--- src/pkg/erb_pkg.sv ---
package erb_pkg;
   // storage shape: one array of rows, each row one byte wide
   localparam int TOTAL_BITS = 2048;
   localparam int ADDR_W = 11;
   localparam int DATA_W = 8;
   localparam int ROWS = 256;
   localparam int ROW_W = 8;
   localparam int CNT_W = 12;
   localparam logic [CNT_W-1:0] DEPTH_MAX = 12'h800;

   // shape codes, words by bits
   localparam logic [1:0] SHAPE_256X8 = 2'h0;
   localparam logic [1:0] SHAPE_512X4 = 2'h1;
   localparam logic [1:0] SHAPE_1KX2 = 2'h2;
   localparam logic [1:0] SHAPE_2KX1 = 2'h3;

   // use of the block
   typedef enum logic [1:0] {
      ERB_RAM = 2'h0,
      ERB_ROM = 2'h1,
      ERB_DPRAM = 2'h3,
      ERB_FIFO = 2'h2
   } erb_mode_e;

   // register port
   localparam int BUS_AW = 4;
   localparam int BUS_DW = 32;
   localparam logic [BUS_AW-1:0] REG_CTRL = 4'h0;
   localparam logic [BUS_AW-1:0] REG_STATUS = 4'h4;

   // control fields
   localparam int CTRL_W = 7;
   localparam int CTRL_MODE_LSB = 0;
   localparam int CTRL_SHAPE_LSB = 2;
   localparam int CTRL_REG_DIN = 4;
   localparam int CTRL_REG_DOUT = 5;
   localparam int CTRL_REG_ADDR = 6;
   localparam logic [CTRL_W-1:0] CTRL_RESET = 7'h00;

   // status fields
   localparam int ST_COUNT_LSB = 0;
   localparam int ST_EMPTY = 12;
   localparam int ST_FULL = 13;

   // data bits in use for a shape
   function automatic logic [ROW_W-1:0] erb_lane_mask(input logic [1:0] s);
      logic [ROW_W-1:0] m;
      m = 8'h01;
      unique case (s)
         SHAPE_256X8: m = 8'hff;
         SHAPE_512X4: m = 8'h0f;
         SHAPE_1KX2: m = 8'h03;
         SHAPE_2KX1: m = 8'h01;
      endcase
      return m;
   endfunction

   // bit offset of a word inside its row
   function automatic logic [2:0] erb_lane_off(input logic [1:0] s,
                                               input logic [ADDR_W-1:0] a);
      logic [2:0] l;
      l = a[2:0] & ~(3'h7 << s);
      return l << (2'h3 - s);
   endfunction

   // row holding a word
   function automatic logic [ROW_W-1:0] erb_row(input logic [1:0] s,
                                                input logic [ADDR_W-1:0] a);
      logic [ADDR_W-1:0] t;
      t = a >> s;
      return t[ROW_W-1:0];
   endfunction
endpackage

--- src/rtl/erb_bit_array.sv ---
`timescale 1ns/1ps
module erb_bit_array #(
   parameter int ROWS = 256,
   parameter int WIDTH = 8,
   parameter logic [ROWS*WIDTH-1:0] INIT = '0
) (
   input wire logic clock,
   input wire logic wr_en,
   input wire logic [$clog2(ROWS)-1:0] wr_row,
   input wire logic [WIDTH-1:0] wr_mask,
   input wire logic [WIDTH-1:0] wr_bits,
   input wire logic [$clog2(ROWS)-1:0] rd_row,
   output logic [WIDTH-1:0] rd_data
);
   // one column of the preload image; a declaration value, not a
   // second process, so the clocked write stays the only writer
   function automatic logic [ROWS-1:0] col_init(input int g);
      logic [ROWS-1:0] c;
      c = '0;
      for (int r = 0; r < ROWS; r++) begin
         c[r] = INIT[r*WIDTH+g];
      end
      return c;
   endfunction

   // one column of storage per data bit so a narrow word writes alone
   for (genvar g = 0; g < WIDTH; g++) begin : g_col
      // contents preloaded at configuration, kept for read-only use
      logic [ROWS-1:0] col = col_init(g);
      logic q;
      // write and registered read share the one clock edge
      always_ff @(posedge clock) begin
         if (wr_en && wr_mask[g]) begin
            col[wr_row] <= wr_bits[g];
         end
         q <= col[rd_row];
      end
      assign rd_data[g] = q;
   end
endmodule

--- src/rtl/erb_embedded_ram_block.sv ---
`timescale 1ns/1ps
module erb_embedded_ram_block #(
   parameter logic [erb_pkg::TOTAL_BITS-1:0] INIT = '0
) (
   input wire logic clock,
   input wire logic arst_n,
   input wire logic [erb_pkg::BUS_AW-1:0] bus_addr,
   input wire logic [erb_pkg::BUS_DW-1:0] bus_wdata,
   input wire logic bus_wr,
   input wire logic bus_rd,
   output logic [erb_pkg::BUS_DW-1:0] bus_rdata,
   input wire logic in_ce,
   input wire logic out_ce,
   input wire logic blk_sel,
   input wire logic [erb_pkg::ADDR_W-1:0] addr,
   input wire logic [erb_pkg::ADDR_W-1:0] rd_addr,
   input wire logic [erb_pkg::DATA_W-1:0] wdata,
   input wire logic we,
   input wire logic fifo_pop,
   output logic [erb_pkg::DATA_W-1:0] rdata,
   output logic fifo_empty,
   output logic fifo_full
);
   import erb_pkg::*;

   logic [CTRL_W-1:0] ctrl, next_ctrl;
   logic [BUS_DW-1:0] next_bus_rdata;
   logic [ADDR_W-1:0] addr_q, next_addr_q;
   logic we_q, next_we_q;
   logic [DATA_W-1:0] din_q, next_din_q;
   logic [ADDR_W-1:0] wptr, next_wptr, rptr, next_rptr;
   logic [CNT_W-1:0] count, next_count;
   logic next_empty, next_full;
   logic [2:0] off_q, next_off_q;
   logic sel_q, next_sel_q;
   logic [DATA_W-1:0] next_rdata;
   erb_mode_e mode;
   logic [1:0] shape;
   logic reg_din, reg_dout, reg_addr;
   logic [CNT_W-1:0] depth;
   logic [ADDR_W-1:0] amask, a_s, waddr, raddr;
   logic w_s, push, pop, mem_we;
   logic [DATA_W-1:0] d_s, lmask, row_data, ext;

   // configuration fields
   assign mode = erb_mode_e'(ctrl[CTRL_MODE_LSB +: 2]);
   assign shape = ctrl[CTRL_SHAPE_LSB +: 2];
   assign reg_din = ctrl[CTRL_REG_DIN];
   assign reg_dout = ctrl[CTRL_REG_DOUT];
   assign reg_addr = ctrl[CTRL_REG_ADDR];

   // register port: control writable, status read-only, rest reads zero
   always_comb begin
      next_ctrl = ctrl;
      next_bus_rdata = '0;
      if (bus_wr && bus_addr == REG_CTRL) begin
         next_ctrl = bus_wdata[CTRL_W-1:0];
      end
      if (bus_rd) begin
         unique case (bus_addr)
            REG_CTRL: next_bus_rdata[CTRL_W-1:0] = ctrl;
            REG_STATUS: begin
               next_bus_rdata[ST_COUNT_LSB +: CNT_W] = count;
               next_bus_rdata[ST_EMPTY] = fifo_empty;
               next_bus_rdata[ST_FULL] = fifo_full;
            end
            default: next_bus_rdata = '0;
         endcase
      end
   end

   always_ff @(posedge clock or negedge arst_n) begin
      if (!arst_n) begin
         ctrl <= CTRL_RESET;
         bus_rdata <= '0;
      end else begin
         ctrl <= next_ctrl;
         bus_rdata <= next_bus_rdata;
      end
   end

   // shape sets depth, address mask and lane width
   // narrowest shape is the deepest, so shift down from the full depth
   assign depth = DEPTH_MAX >> (2'h3 - shape);
   assign amask = ADDR_W'(depth - 12'h001);
   assign lmask = erb_lane_mask(shape);

   // input registers load on the input-side enable
   always_comb begin
      next_addr_q = addr_q;
      next_we_q = we_q;
      next_din_q = din_q;
      if (in_ce) begin
         next_addr_q = addr;
         next_we_q = we;
         next_din_q = wdata;
      end
   end

   always_ff @(posedge clock or negedge arst_n) begin
      if (!arst_n) begin
         addr_q <= '0;
         we_q <= 1'b0;
         din_q <= '0;
      end else begin
         addr_q <= next_addr_q;
         we_q <= next_we_q;
         din_q <= next_din_q;
      end
   end

   // each path chooses its register or the live input
   assign a_s = (reg_addr ? addr_q : addr) & amask;
   assign w_s = reg_addr ? we_q : we;
   assign d_s = (reg_din ? din_q : wdata) & lmask;

   // fifo moves; a full push or empty pop is ignored
   assign push = mode == ERB_FIFO && w_s && in_ce && blk_sel &&
                 count != depth;
   assign pop = mode == ERB_FIFO && fifo_pop && out_ce && blk_sel &&
                count != '0;

   // write strobe made here on the input enable; rom never writes
   assign mem_we = push || (in_ce && w_s && blk_sel &&
                   (mode == ERB_RAM || mode == ERB_DPRAM));

   // address source per use of the block
   always_comb begin
      waddr = a_s;
      raddr = a_s;
      unique case (mode)
         ERB_FIFO: begin
            waddr = wptr;
            raddr = rptr;
         end
         ERB_DPRAM: raddr = rd_addr & amask;
         default: raddr = a_s;
      endcase
   end

   // fifo pointers wrap at the depth of the current shape
   always_comb begin
      next_wptr = wptr;
      next_rptr = rptr;
      next_count = count;
      if (push) begin
         next_wptr = ({1'b0, wptr} + 12'h001 == depth) ? '0 :
                     ADDR_W'({1'b0, wptr} + 12'h001);
      end
      if (pop) begin
         next_rptr = ({1'b0, rptr} + 12'h001 == depth) ? '0 :
                     ADDR_W'({1'b0, rptr} + 12'h001);
      end
      if (push && !pop) begin
         next_count = count + 12'h001;
      end else if (pop && !push) begin
         next_count = count - 12'h001;
      end
      // switching away from fifo use flushes it
      if (mode != ERB_FIFO) begin
         next_wptr = '0;
         next_rptr = '0;
         next_count = '0;
      end
      next_empty = next_count == '0;
      next_full = next_count == depth;
   end

   always_ff @(posedge clock or negedge arst_n) begin
      if (!arst_n) begin
         wptr <= '0;
         rptr <= '0;
         count <= '0;
         fifo_empty <= 1'b1;
         fifo_full <= 1'b0;
      end else begin
         wptr <= next_wptr;
         rptr <= next_rptr;
         count <= next_count;
         fifo_empty <= next_empty;
         fifo_full <= next_full;
      end
   end

   // storage with preloaded contents and registered row read
   erb_bit_array #(
      .ROWS(ROWS),
      .WIDTH(ROW_W),
      .INIT(INIT)
   ) u_array (
      .clock(clock),
      .wr_en(mem_we),
      .wr_row(erb_row(shape, waddr)),
      .wr_mask(lmask << erb_lane_off(shape, waddr)),
      .wr_bits(d_s << erb_lane_off(shape, waddr)),
      .rd_row(erb_row(shape, raddr)),
      .rd_data(row_data)
   );

   // lane offset and select travel with the row read
   assign next_off_q = erb_lane_off(shape, raddr);
   assign next_sel_q = blk_sel;
   assign ext = (row_data >> off_q) & lmask;

   // bypassed output tracks every cycle, registered waits out_ce
   // a deselected block drives zero (registered output: on its next out_ce) so cascaded outputs can be or-ed
   always_comb begin
      next_rdata = rdata;
      if (!reg_dout || out_ce) begin
         next_rdata = sel_q ? ext : '0;
      end
   end

   always_ff @(posedge clock or negedge arst_n) begin
      if (!arst_n) begin
         off_q <= '0;
         sel_q <= 1'b0;
         rdata <= '0;
      end else begin
         off_q <= next_off_q;
         sel_q <= next_sel_q;
         rdata <= next_rdata;
      end
   end

   rom_no_write_a: assert property (
      @(posedge clock) disable iff (!arst_n)
      mode == ERB_ROM |-> !mem_we)
      else $error("write strobe in read-only use");

   // writes only happen on an input-side enable
   write_on_ce_a: assert property (
      @(posedge clock) disable iff (!arst_n)
      mem_we |-> in_ce)
      else $error("write outside input enable");

   // fill level never passes the shape depth
   fifo_depth_a: assert property (
      @(posedge clock) disable iff (!arst_n)
      count <= depth && !(fifo_full && fifo_empty))
      else $error("fifo level out of range");

   // registered output holds between output enables
   dout_hold_a: assert property (
      @(posedge clock) disable iff (!arst_n)
      reg_dout && !out_ce && $stable(ctrl) |=> $stable(rdata))
      else $error("registered output moved without enable");

   // deselected block with bypassed output outputs zero two cycles later
   desel_zero_a: assert property (
      @(posedge clock) disable iff (!arst_n)
      !blk_sel && !reg_dout ##1 !reg_dout |=> rdata == '0)
      else $error("deselected block drove data");

   // byte-wide shape reads the whole row at once
   full_width_a: assert property (
      @(posedge clock) disable iff (!arst_n)
      shape == SHAPE_256X8 ##1 shape == SHAPE_256X8 |-> ext == row_data)
      else $error("wide shape lost lanes");

   // registered address path uses last captured address
   addr_reg_a: assert property (
      @(posedge clock) disable iff (!arst_n)
      reg_addr && in_ce ##1 reg_addr |-> addr_q == $past(addr))
      else $error("address register missed capture");

   // fifo pop without a push lowers level by exactly one
   fifo_level_a: assert property (
      @(posedge clock) disable iff (!arst_n)
      mode == ERB_FIFO && pop && !push ##1 mode == ERB_FIFO
      |-> count == $past(count) - 12'h001)
      else $error("fifo level not decremented");

   // bypassed output reflects the lane read one cycle before
   dout_bypass_a: assert property (
      @(posedge clock) disable iff (!arst_n)
      !reg_dout && sel_q |=> rdata == $past(ext))
      else $error("bypassed output stale");
endmodule

--- config.mk ---
export PLATFORM = sky130hd
export DESIGN_NAME = erb_embedded_ram_block
export DESIGN_NICKNAME = d
export VERILOG_FILES = /design/src/pkg/erb_pkg.sv /design/src/rtl/erb_bit_array.sv /design/src/rtl/erb_embedded_ram_block.sv
export SDC_FILE = /design/constraint.sdc
export NUM_CORES = 2
export LEC_CHECK = 0
export BUFFER_PORTS_ARGS = -buffer_cell sky130_fd_sc_hd__clkbuf_2
export CORE_AREA = 2 2 499 352
export DETAILED_ROUTE_END_ITERATION = 6
export DIE_AREA = 0 0 501 354
export PLACE_DENSITY = 0.68
export SYNTH_ARGS = -nofsm -noshare
export SYNTH_HDL_FRONTEND = slang
export SYNTH_SLANG_ARGS = --single-unit
--- constraint.sdc ---
create_clock -name clock -period 24.8 [get_ports clock]
set_clock_uncertainty 0.05 [all_clocks]
set_input_delay 0 -clock clock [delete_from_list [all_inputs] [get_ports clock]]
set_output_delay 0 -clock clock [all_outputs]
set_load 0.02 [all_outputs]
======== After elaboration in Yosys (flattened, before gate mapping) ========
Index checks and enable logic that the tools add are counted.
storage, ports and cells
  output and inout port bits .............. 42
  input port bits ......................... 75
  logic and storage cells ................. 146
  register bits ........................... 2163
cells by class
  add/sub/neg operators ................... 6
  mux-type cells .......................... 45
  equality and inequality tests ........... 11
  $lt $le $gt $ge ......................... 3
  reductions and logical operators ........ 36
  bitwise operators ....................... 7
  shift operators ......................... 9
operator list
  cell                                                                  number
  256-bit bitwise mux                                                   8
  11-bit 2-to-1 mux                                                     8
  1-bit binary-select mux with 8-bit select                             8
  12-bit == test                                                        3
  12-bit 2-to-1 mux                                                     3
  8-bit one-hot mux with 4 select lines                                 1
  11-bit by 1-bit adder with 12-bit output, second input constant       2
  1-bit logical AND                                                     23
  11-bit bitwise AND                                                    2
  11-bit one-hot mux with 2 select lines                                1
  11-bit by 2-bit right shift with 8-bit output                         2
  8-bit by 9-bit < comparator with 1-bit output, second input constant  2
  8-bit bitwise AND                                                     2
  8-bit 2-to-1 mux                                                      2
  8-bit by 3-bit left shift with 8-bit output                           2
  14-bit 2-to-1 mux                                                     1
  7-bit one-hot mux with 2 select lines                                 1
  12-bit by 1-bit adder with 12-bit output, second input constant       1
  12-bit zero test                                                      1
  12-bit != test                                                        1
  12-bit nonzero test                                                   1
  12-bit by 2-bit right shift with 12-bit output, first input constant  1
  12-bit by 1-bit subtractor with 12-bit output, second input constant  1
  11-bit by 1-bit subtractor with 11-bit output, second input constant  1
  19 further kinds                                                      39

======== Longest topological paths before layout ========
  depth after elaboration ................. 11
  gate-level depth with buffers ........... 19

======== Modules after synthesis ========
Synthesis repeated with hierarchy kept, for this count alone.
second synthesis, totals
  cells, all modules ...................... 6811
  area total of the unflattened synthesis .. 94632.0 sq um
by module, submodules not included
  module                  area each (sq um)  seq. area each (sq um)  cells each  times used
  erb_bit_array           88321.0            61659.1                 6096        1
  erb_embedded_ram_block  6311.1             2228.4                  715         1

======== Worst setup path after synthesis ========
OpenSTA, ideal clock, no wires.
  path type ............................... register to register
  start point ............................. register ctrl[0]
  end point ............................... register u_array.g_col[0].col[0] (data pin)
  data required time ...................... 22653 ps
  library setup time ...................... 2097 ps
  buffers on the path ..................... 2
  cell stages (with the launch flop) ...... 11
  path slack .............................. 10979 ps
  data arrival time ....................... 11674 ps
  period minus slack after synthesis ...... 13821 ps
  cell sequence ........................... dfrtp_1 inv_1 ha_1 buf_1 clkbuf_1 mux2i_1 o21ai_0 nand2_1 o21a_1 nand2_1 nor3_1
between the ends
  elaborated cells between the ends (all ways) .. 12
  those cells by class .................... 2 x order compare; 1 x eq/ne; 3 x shift; 4 x mux; 1 x bitwise; 1 x reduce/logical
RTL lines
  item                                         line                           RTL
  start: declaration                           erb_embedded_ram_block.sv:26   logic [CTRL_W-1:0] ctrl, next_ctrl;
  start signal: assignment                     erb_embedded_ram_block.sv:77   ctrl <= next_ctrl;
  2-bit == test                                erb_embedded_ram_block.sv:131  unique case (mode)
  11-bit 2-to-1 mux                            erb_embedded_ram_block.sv:131
  3-bit bitwise AND                            erb_pkg.sv:62                  l = a[2:0] & ~(3'h7 << s);
  3-bit by 2-bit left shift with 3-bit output  erb_pkg.sv:63                  return l << (2'h3 - s);
  8-bit by 3-bit left shift with 8-bit output  erb_embedded_ram_block.sv:195  .wr_bits(d_s << erb_lane_off(shape, waddr)),
  named net u_array.wr_bits[0]                 erb_bit_array.sv:11            input wire logic [WIDTH-1:0] wr_bits,
  256-bit bitwise mux                          erb_bit_array.sv:34            col[wr_row] <= wr_bits[g];
  end signal: indexed assignment               erb_bit_array.sv:34
  end: declaration                             erb_bit_array.sv:29            logic [ROWS-1:0] col = col_init(g);
The timed path passes the listed nets, and every way through them passes these cells.
A chain may end at the register's enable or synchronous reset.

======== Worst setup path after layout ========
  start point ............................. register ctrl[1]
  end point ............................... register u_array.g_col[2].q
between the ends
  word-level cells in the longest chain between the ends .. 5
  elaborated cells between the ends (all ways) .. 6
  those cells by class .................... 2 x eq/ne; 1 x shift; 3 x mux
RTL lines
  item                                             line                           RTL
  2-bit == test                                    erb_embedded_ram_block.sv:131
  11-bit one-hot mux with 2 select lines *         erb_embedded_ram_block.sv:131
  11-bit by 2-bit right shift with 8-bit output *  erb_pkg.sv:70                  t = a >> s;
  1-bit binary-select mux with 8-bit select *      erb_bit_array.sv:36            q <= col[rd_row];
  1-bit 2-to-1 mux (not written as such) *         erb_bit_array.sv:36
  end signal: assignment                           erb_bit_array.sv:36
  end: declaration                                 erb_bit_array.sv:30            logic q;
Every way passes the cells marked *; elsewhere a longest branch is shown, timed or not. The select of a mux whose other input is x is not followed.

==> metrics.txt <==
CP cell instances ha_1, or2_1, mux2i_1, mux4_4, buf_12, buf_4, buf_12, buf_4, mux2i_1, o221ai_1, a211oi_1, nor4_1, o2111ai_1, or4_1, o31ai_1; Setup WS post-layout around 16 ns; CP max stage cell mux4_4; Int Power 7.03 mW; Num Clock Sinks 2145; nets ~7900; worst skew pair latency 0.86 ns; Final Hold Fails 0; max cap viols 2; worst path bufs/invs 4; Slew @ Worst Pin around 1.8 ns; Startpoint Class flop; Post-synth EDFFs 2048; Main synth FF type edfxtp_1; wirelength, routed 290 mm; Post-CTS Setup Bufs 0; Max FO, Critical Path around 110; Cell Area, Synth 96100 µm²; Layout area overhead 9.77%; Die Wd 501 µm; die area 177000 µm²; Leak 33.7 nW; hold path cells 5; first-pass GRT wire length between 400 and 500 mm; Via Count ~67000; design area 105000 µm²; min Tclk post-route 8.73 ns; Synth area leaders edfxtp_1 (64%), nor2_1 (8.5%), mux4_2 (4.9%); post-synth top area share 64.0%; Simple-Gate Fraction of Synth Area between 10% and 20%; Synth Instances 7916; Reg clk slew, reported paths 0.07 ns; DP HPWL 169 mm; complex-gate fraction of the synthesized area 5.30%; Critical Path RT 25.50 ns; CTS tree built; Min-Delay Startpoint bus_addr[1]; Root Buffer clkbuf_16; violated checks capacitance limit, slew limit; Worst setup EP type flop; post-route clock period utilization approximately a third; Crit path largest cell delay 0.94 ns; vias per cell roughly 6.5; Critical Path AT approximately 9.4 ns; Post-Layout Cell Count 10300; cell row count 128; worst flop-to-flop path endpoint u_array.g_col[2].q$_DFF_P_; aggregate global routing overflow 0; clock buffer depth 3; WL/cell 28.2 µm; Max Slew Vio Count 125; XOR/XNOR Fraction of Synth Area less than 1%; Worst Hold End bus_rdata[5]$_DFF_PN0_; synthesized flop and latch total between 2000 and 2500; largest net degree at the start of global routing 224; core area 173000 µm²; sequential power share 39.4%; antenna viol nets, final 0; Sw Share between 30% and 40%; Reg-to-Reg Start ctrl[1]$_DFFE_PN0P_; setup violators final 0; CTS Buf Count 197; starting density of the core between 50% and 60%; worst reg-to-reg path cell count 15; NetSw ~4.2 mW; DRC viols 0; HP Class in -> reg; FFs w/ async S/R, synth just over 4%; delay-heaviest family, CP buffers and inverters; initial antenna violation count 15; PD cells 106 nW/µm²; IO Count between 100 and 150; largest family of logic cells by synthesized area simple AND/OR/NAND/NOR gates; RSZ-0062 raised after global routing no; Inst Count DP roughly 9800; most numerous cell in the Yosys netlist nor2_1; register area share after synthesis 66.5%; Comb pwr share 33.9%; Place WS 16.28 ns; Synth Warn # 0; Max Clock Freq 115 MHz; H-tree Lvls 4; Mapped Avg Cell Area 12.1 µm²; final setup TNS 0 ns; status complete, but fails checks; share of cells above drive strength 1 10.0%; Placer Congestion about 0.91; leading cell types by count after synthesis nor2_1 (2175), edfxtp_1 (2048), nand2_1 (1060), clkbuf_1 (384), mux2i_1 (376); mux share of post-synthesis cell area 9.34%; IR drop worst, VDD 129 µV; post-synth top area cell edfxtp_1; die span in y 354 µm; reg-to-reg slack, setup 16.07 ns; critical path type reg -> reg; Synth cell types 77; Port Buffers between 70 and 80; Rel. slew slack -22.9%; Initial DRC Count roughly 11000; DRT Pass-1 Iters 6; vias in the first global route 62600; post-synthesis adder-cell area fraction less than 1%; placed cell area 98200 µm²; Post-CTS Resized 0; clock network fraction of total power 26.7%; global-route usage over all layers between 30 and 40%
[how the worst max path moves through the flow]
stage	slack, ns	start	cells past startpoint	end
2_1_floorplan	10.98	ctrl[0]$_DFFE_PN0P_	10	u_array.g_col[0].col[0]$_DFFE_PP_
3_3_place_gp	16.38	ctrl[1]$_DFFE_PN0P_	15	u_array.g_col[2].q$_DFF_P_
3_5_place_dp	16.28	ctrl[1]$_DFFE_PN0P_	15	u_array.g_col[2].q$_DFF_P_
4_1_cts	16.29	ctrl[1]$_DFFE_PN0P_	15	u_array.g_col[2].q$_DFF_P_
5_1_grt	15.69	ctrl[1]$_DFFE_PN0P_	15	u_array.g_col[2].q$_DFF_P_
6_report	16.07	ctrl[1]$_DFFE_PN0P_	15	u_array.g_col[2].q$_DFF_P_
[power groups by stage]
stage | clock, mW | sequential, mW | combinational, mW
after floorplan | 0 | 4.62 | 2.19
after global placement | 0 | 4.49 | 3.60
after detailed placement | 0 | 4.49 | 3.65
after CTS | 3.01 | 4.42 | 3.68
after global routing | 3.15 | 4.42 | 3.93
final | 3.00 | 4.42 | 3.81
[area by class of cell]
type	instances	area [µm²]
Timing Repair Buffer	312	2620
Multi-Input combinational cell	5170	29800
Tap cell	2275	2850
Sequential cell	2145	63900
Antenna cell	16	40.0
Clock inverter	100	846
Inverter	16	60.1
Clock buffer	263	5340
Fill cell	13400	67300
[sequential cells by signal, summed over array words and instances (netlist names)]
signal and cells:
count 12, sel_q 1, u_array.g_col.col 2048, rdata 8, rptr 11, off_q 3, din_q 8, fifo_empty 1
ctrl 7, addr_q 11, wptr 11, we_q 1, fifo_full 1, u_array.g_col.q 8, bus_rdata 14
[metrics by stage]
stage	utilization [%]	total power [mW]	hold WS (ns)
after global placement	56.9	8.10	-0.148
final	61.0	11.2	0.169
after floorplan	-	6.82	-0.346
after CTS	61.0	11.1	0.0991
after detailed placement	56.9	8.15	-0.142
after global routing	61.0	11.5	0.230
[cell families after synthesis]
kind of cell | count (synthesis)
AND/OR/NAND/NOR | 3749
XOR/XNOR | 23
other | 1
adder cells (fa/ha/maj) | 8
buffers and inverters | 618
flip-flops | 2145
AO/OA/AOI/OAI | 740
multiplexers | 632
[cell usage in the layout, fill, tap and decap left out, types with 33 or more instances in the layout]
cell and count:
mux4_2 203, nor3_1 58, o221ai_1 107, buf_4 125, nand3_1 249, nor4_1 47, clkbuf_2 73, nand2_1 1054
clkbuf_16 203, dlygate4sd3_1 97, a21oi_1 162, o21ai_0 97, edfxtp_1 2048, clkbuf_1 57, a2111oi_0 40, dfrtp_1 88
clkinv_1 41, mux2i_1 375, o22ai_1 82, clkinv_2 33, a211oi_1 78, mux2_2 48, nor2_1 2154, and3_1 42
[metal layers]
layer / global-route usage [%] / share of wire (%) / wire (µm) / up-vias
met1: 48.3 / 40 / 115000 / 33700
met3: 9.06 / 14 / 40900 / 538
met2: 45.8 / 43 / 125000 / 4423
met4: 10.8 / 3.3 / 9530 / 8
li1: - / - / - / 28500
met5: 0.399 / 0.051 / 148 / -
[worst reg2reg max path: cells and delay by family, from the launching register on]
kind / cells / cell delay, ns
AO/OA/AOI/OAI: 4 / 1.21
adder cells (fa/ha/maj): 1 / 0.72
buffers and inverters: 4 / 2.86
flip-flops: 1 / 0.44
multiplexers: 3 / 1.50
AND/OR/NAND/NOR: 3 / 1.85
[timing repair]
| action | 4_1_cts | 5_1_grt |
|---|---|---|
| endpoints found under the hold margin | 175 | 0 |
| hold buffers | 97 | 0 |
| setup endpoints to repair | 0 | 0 |
(Power assumes the default switching activity.)
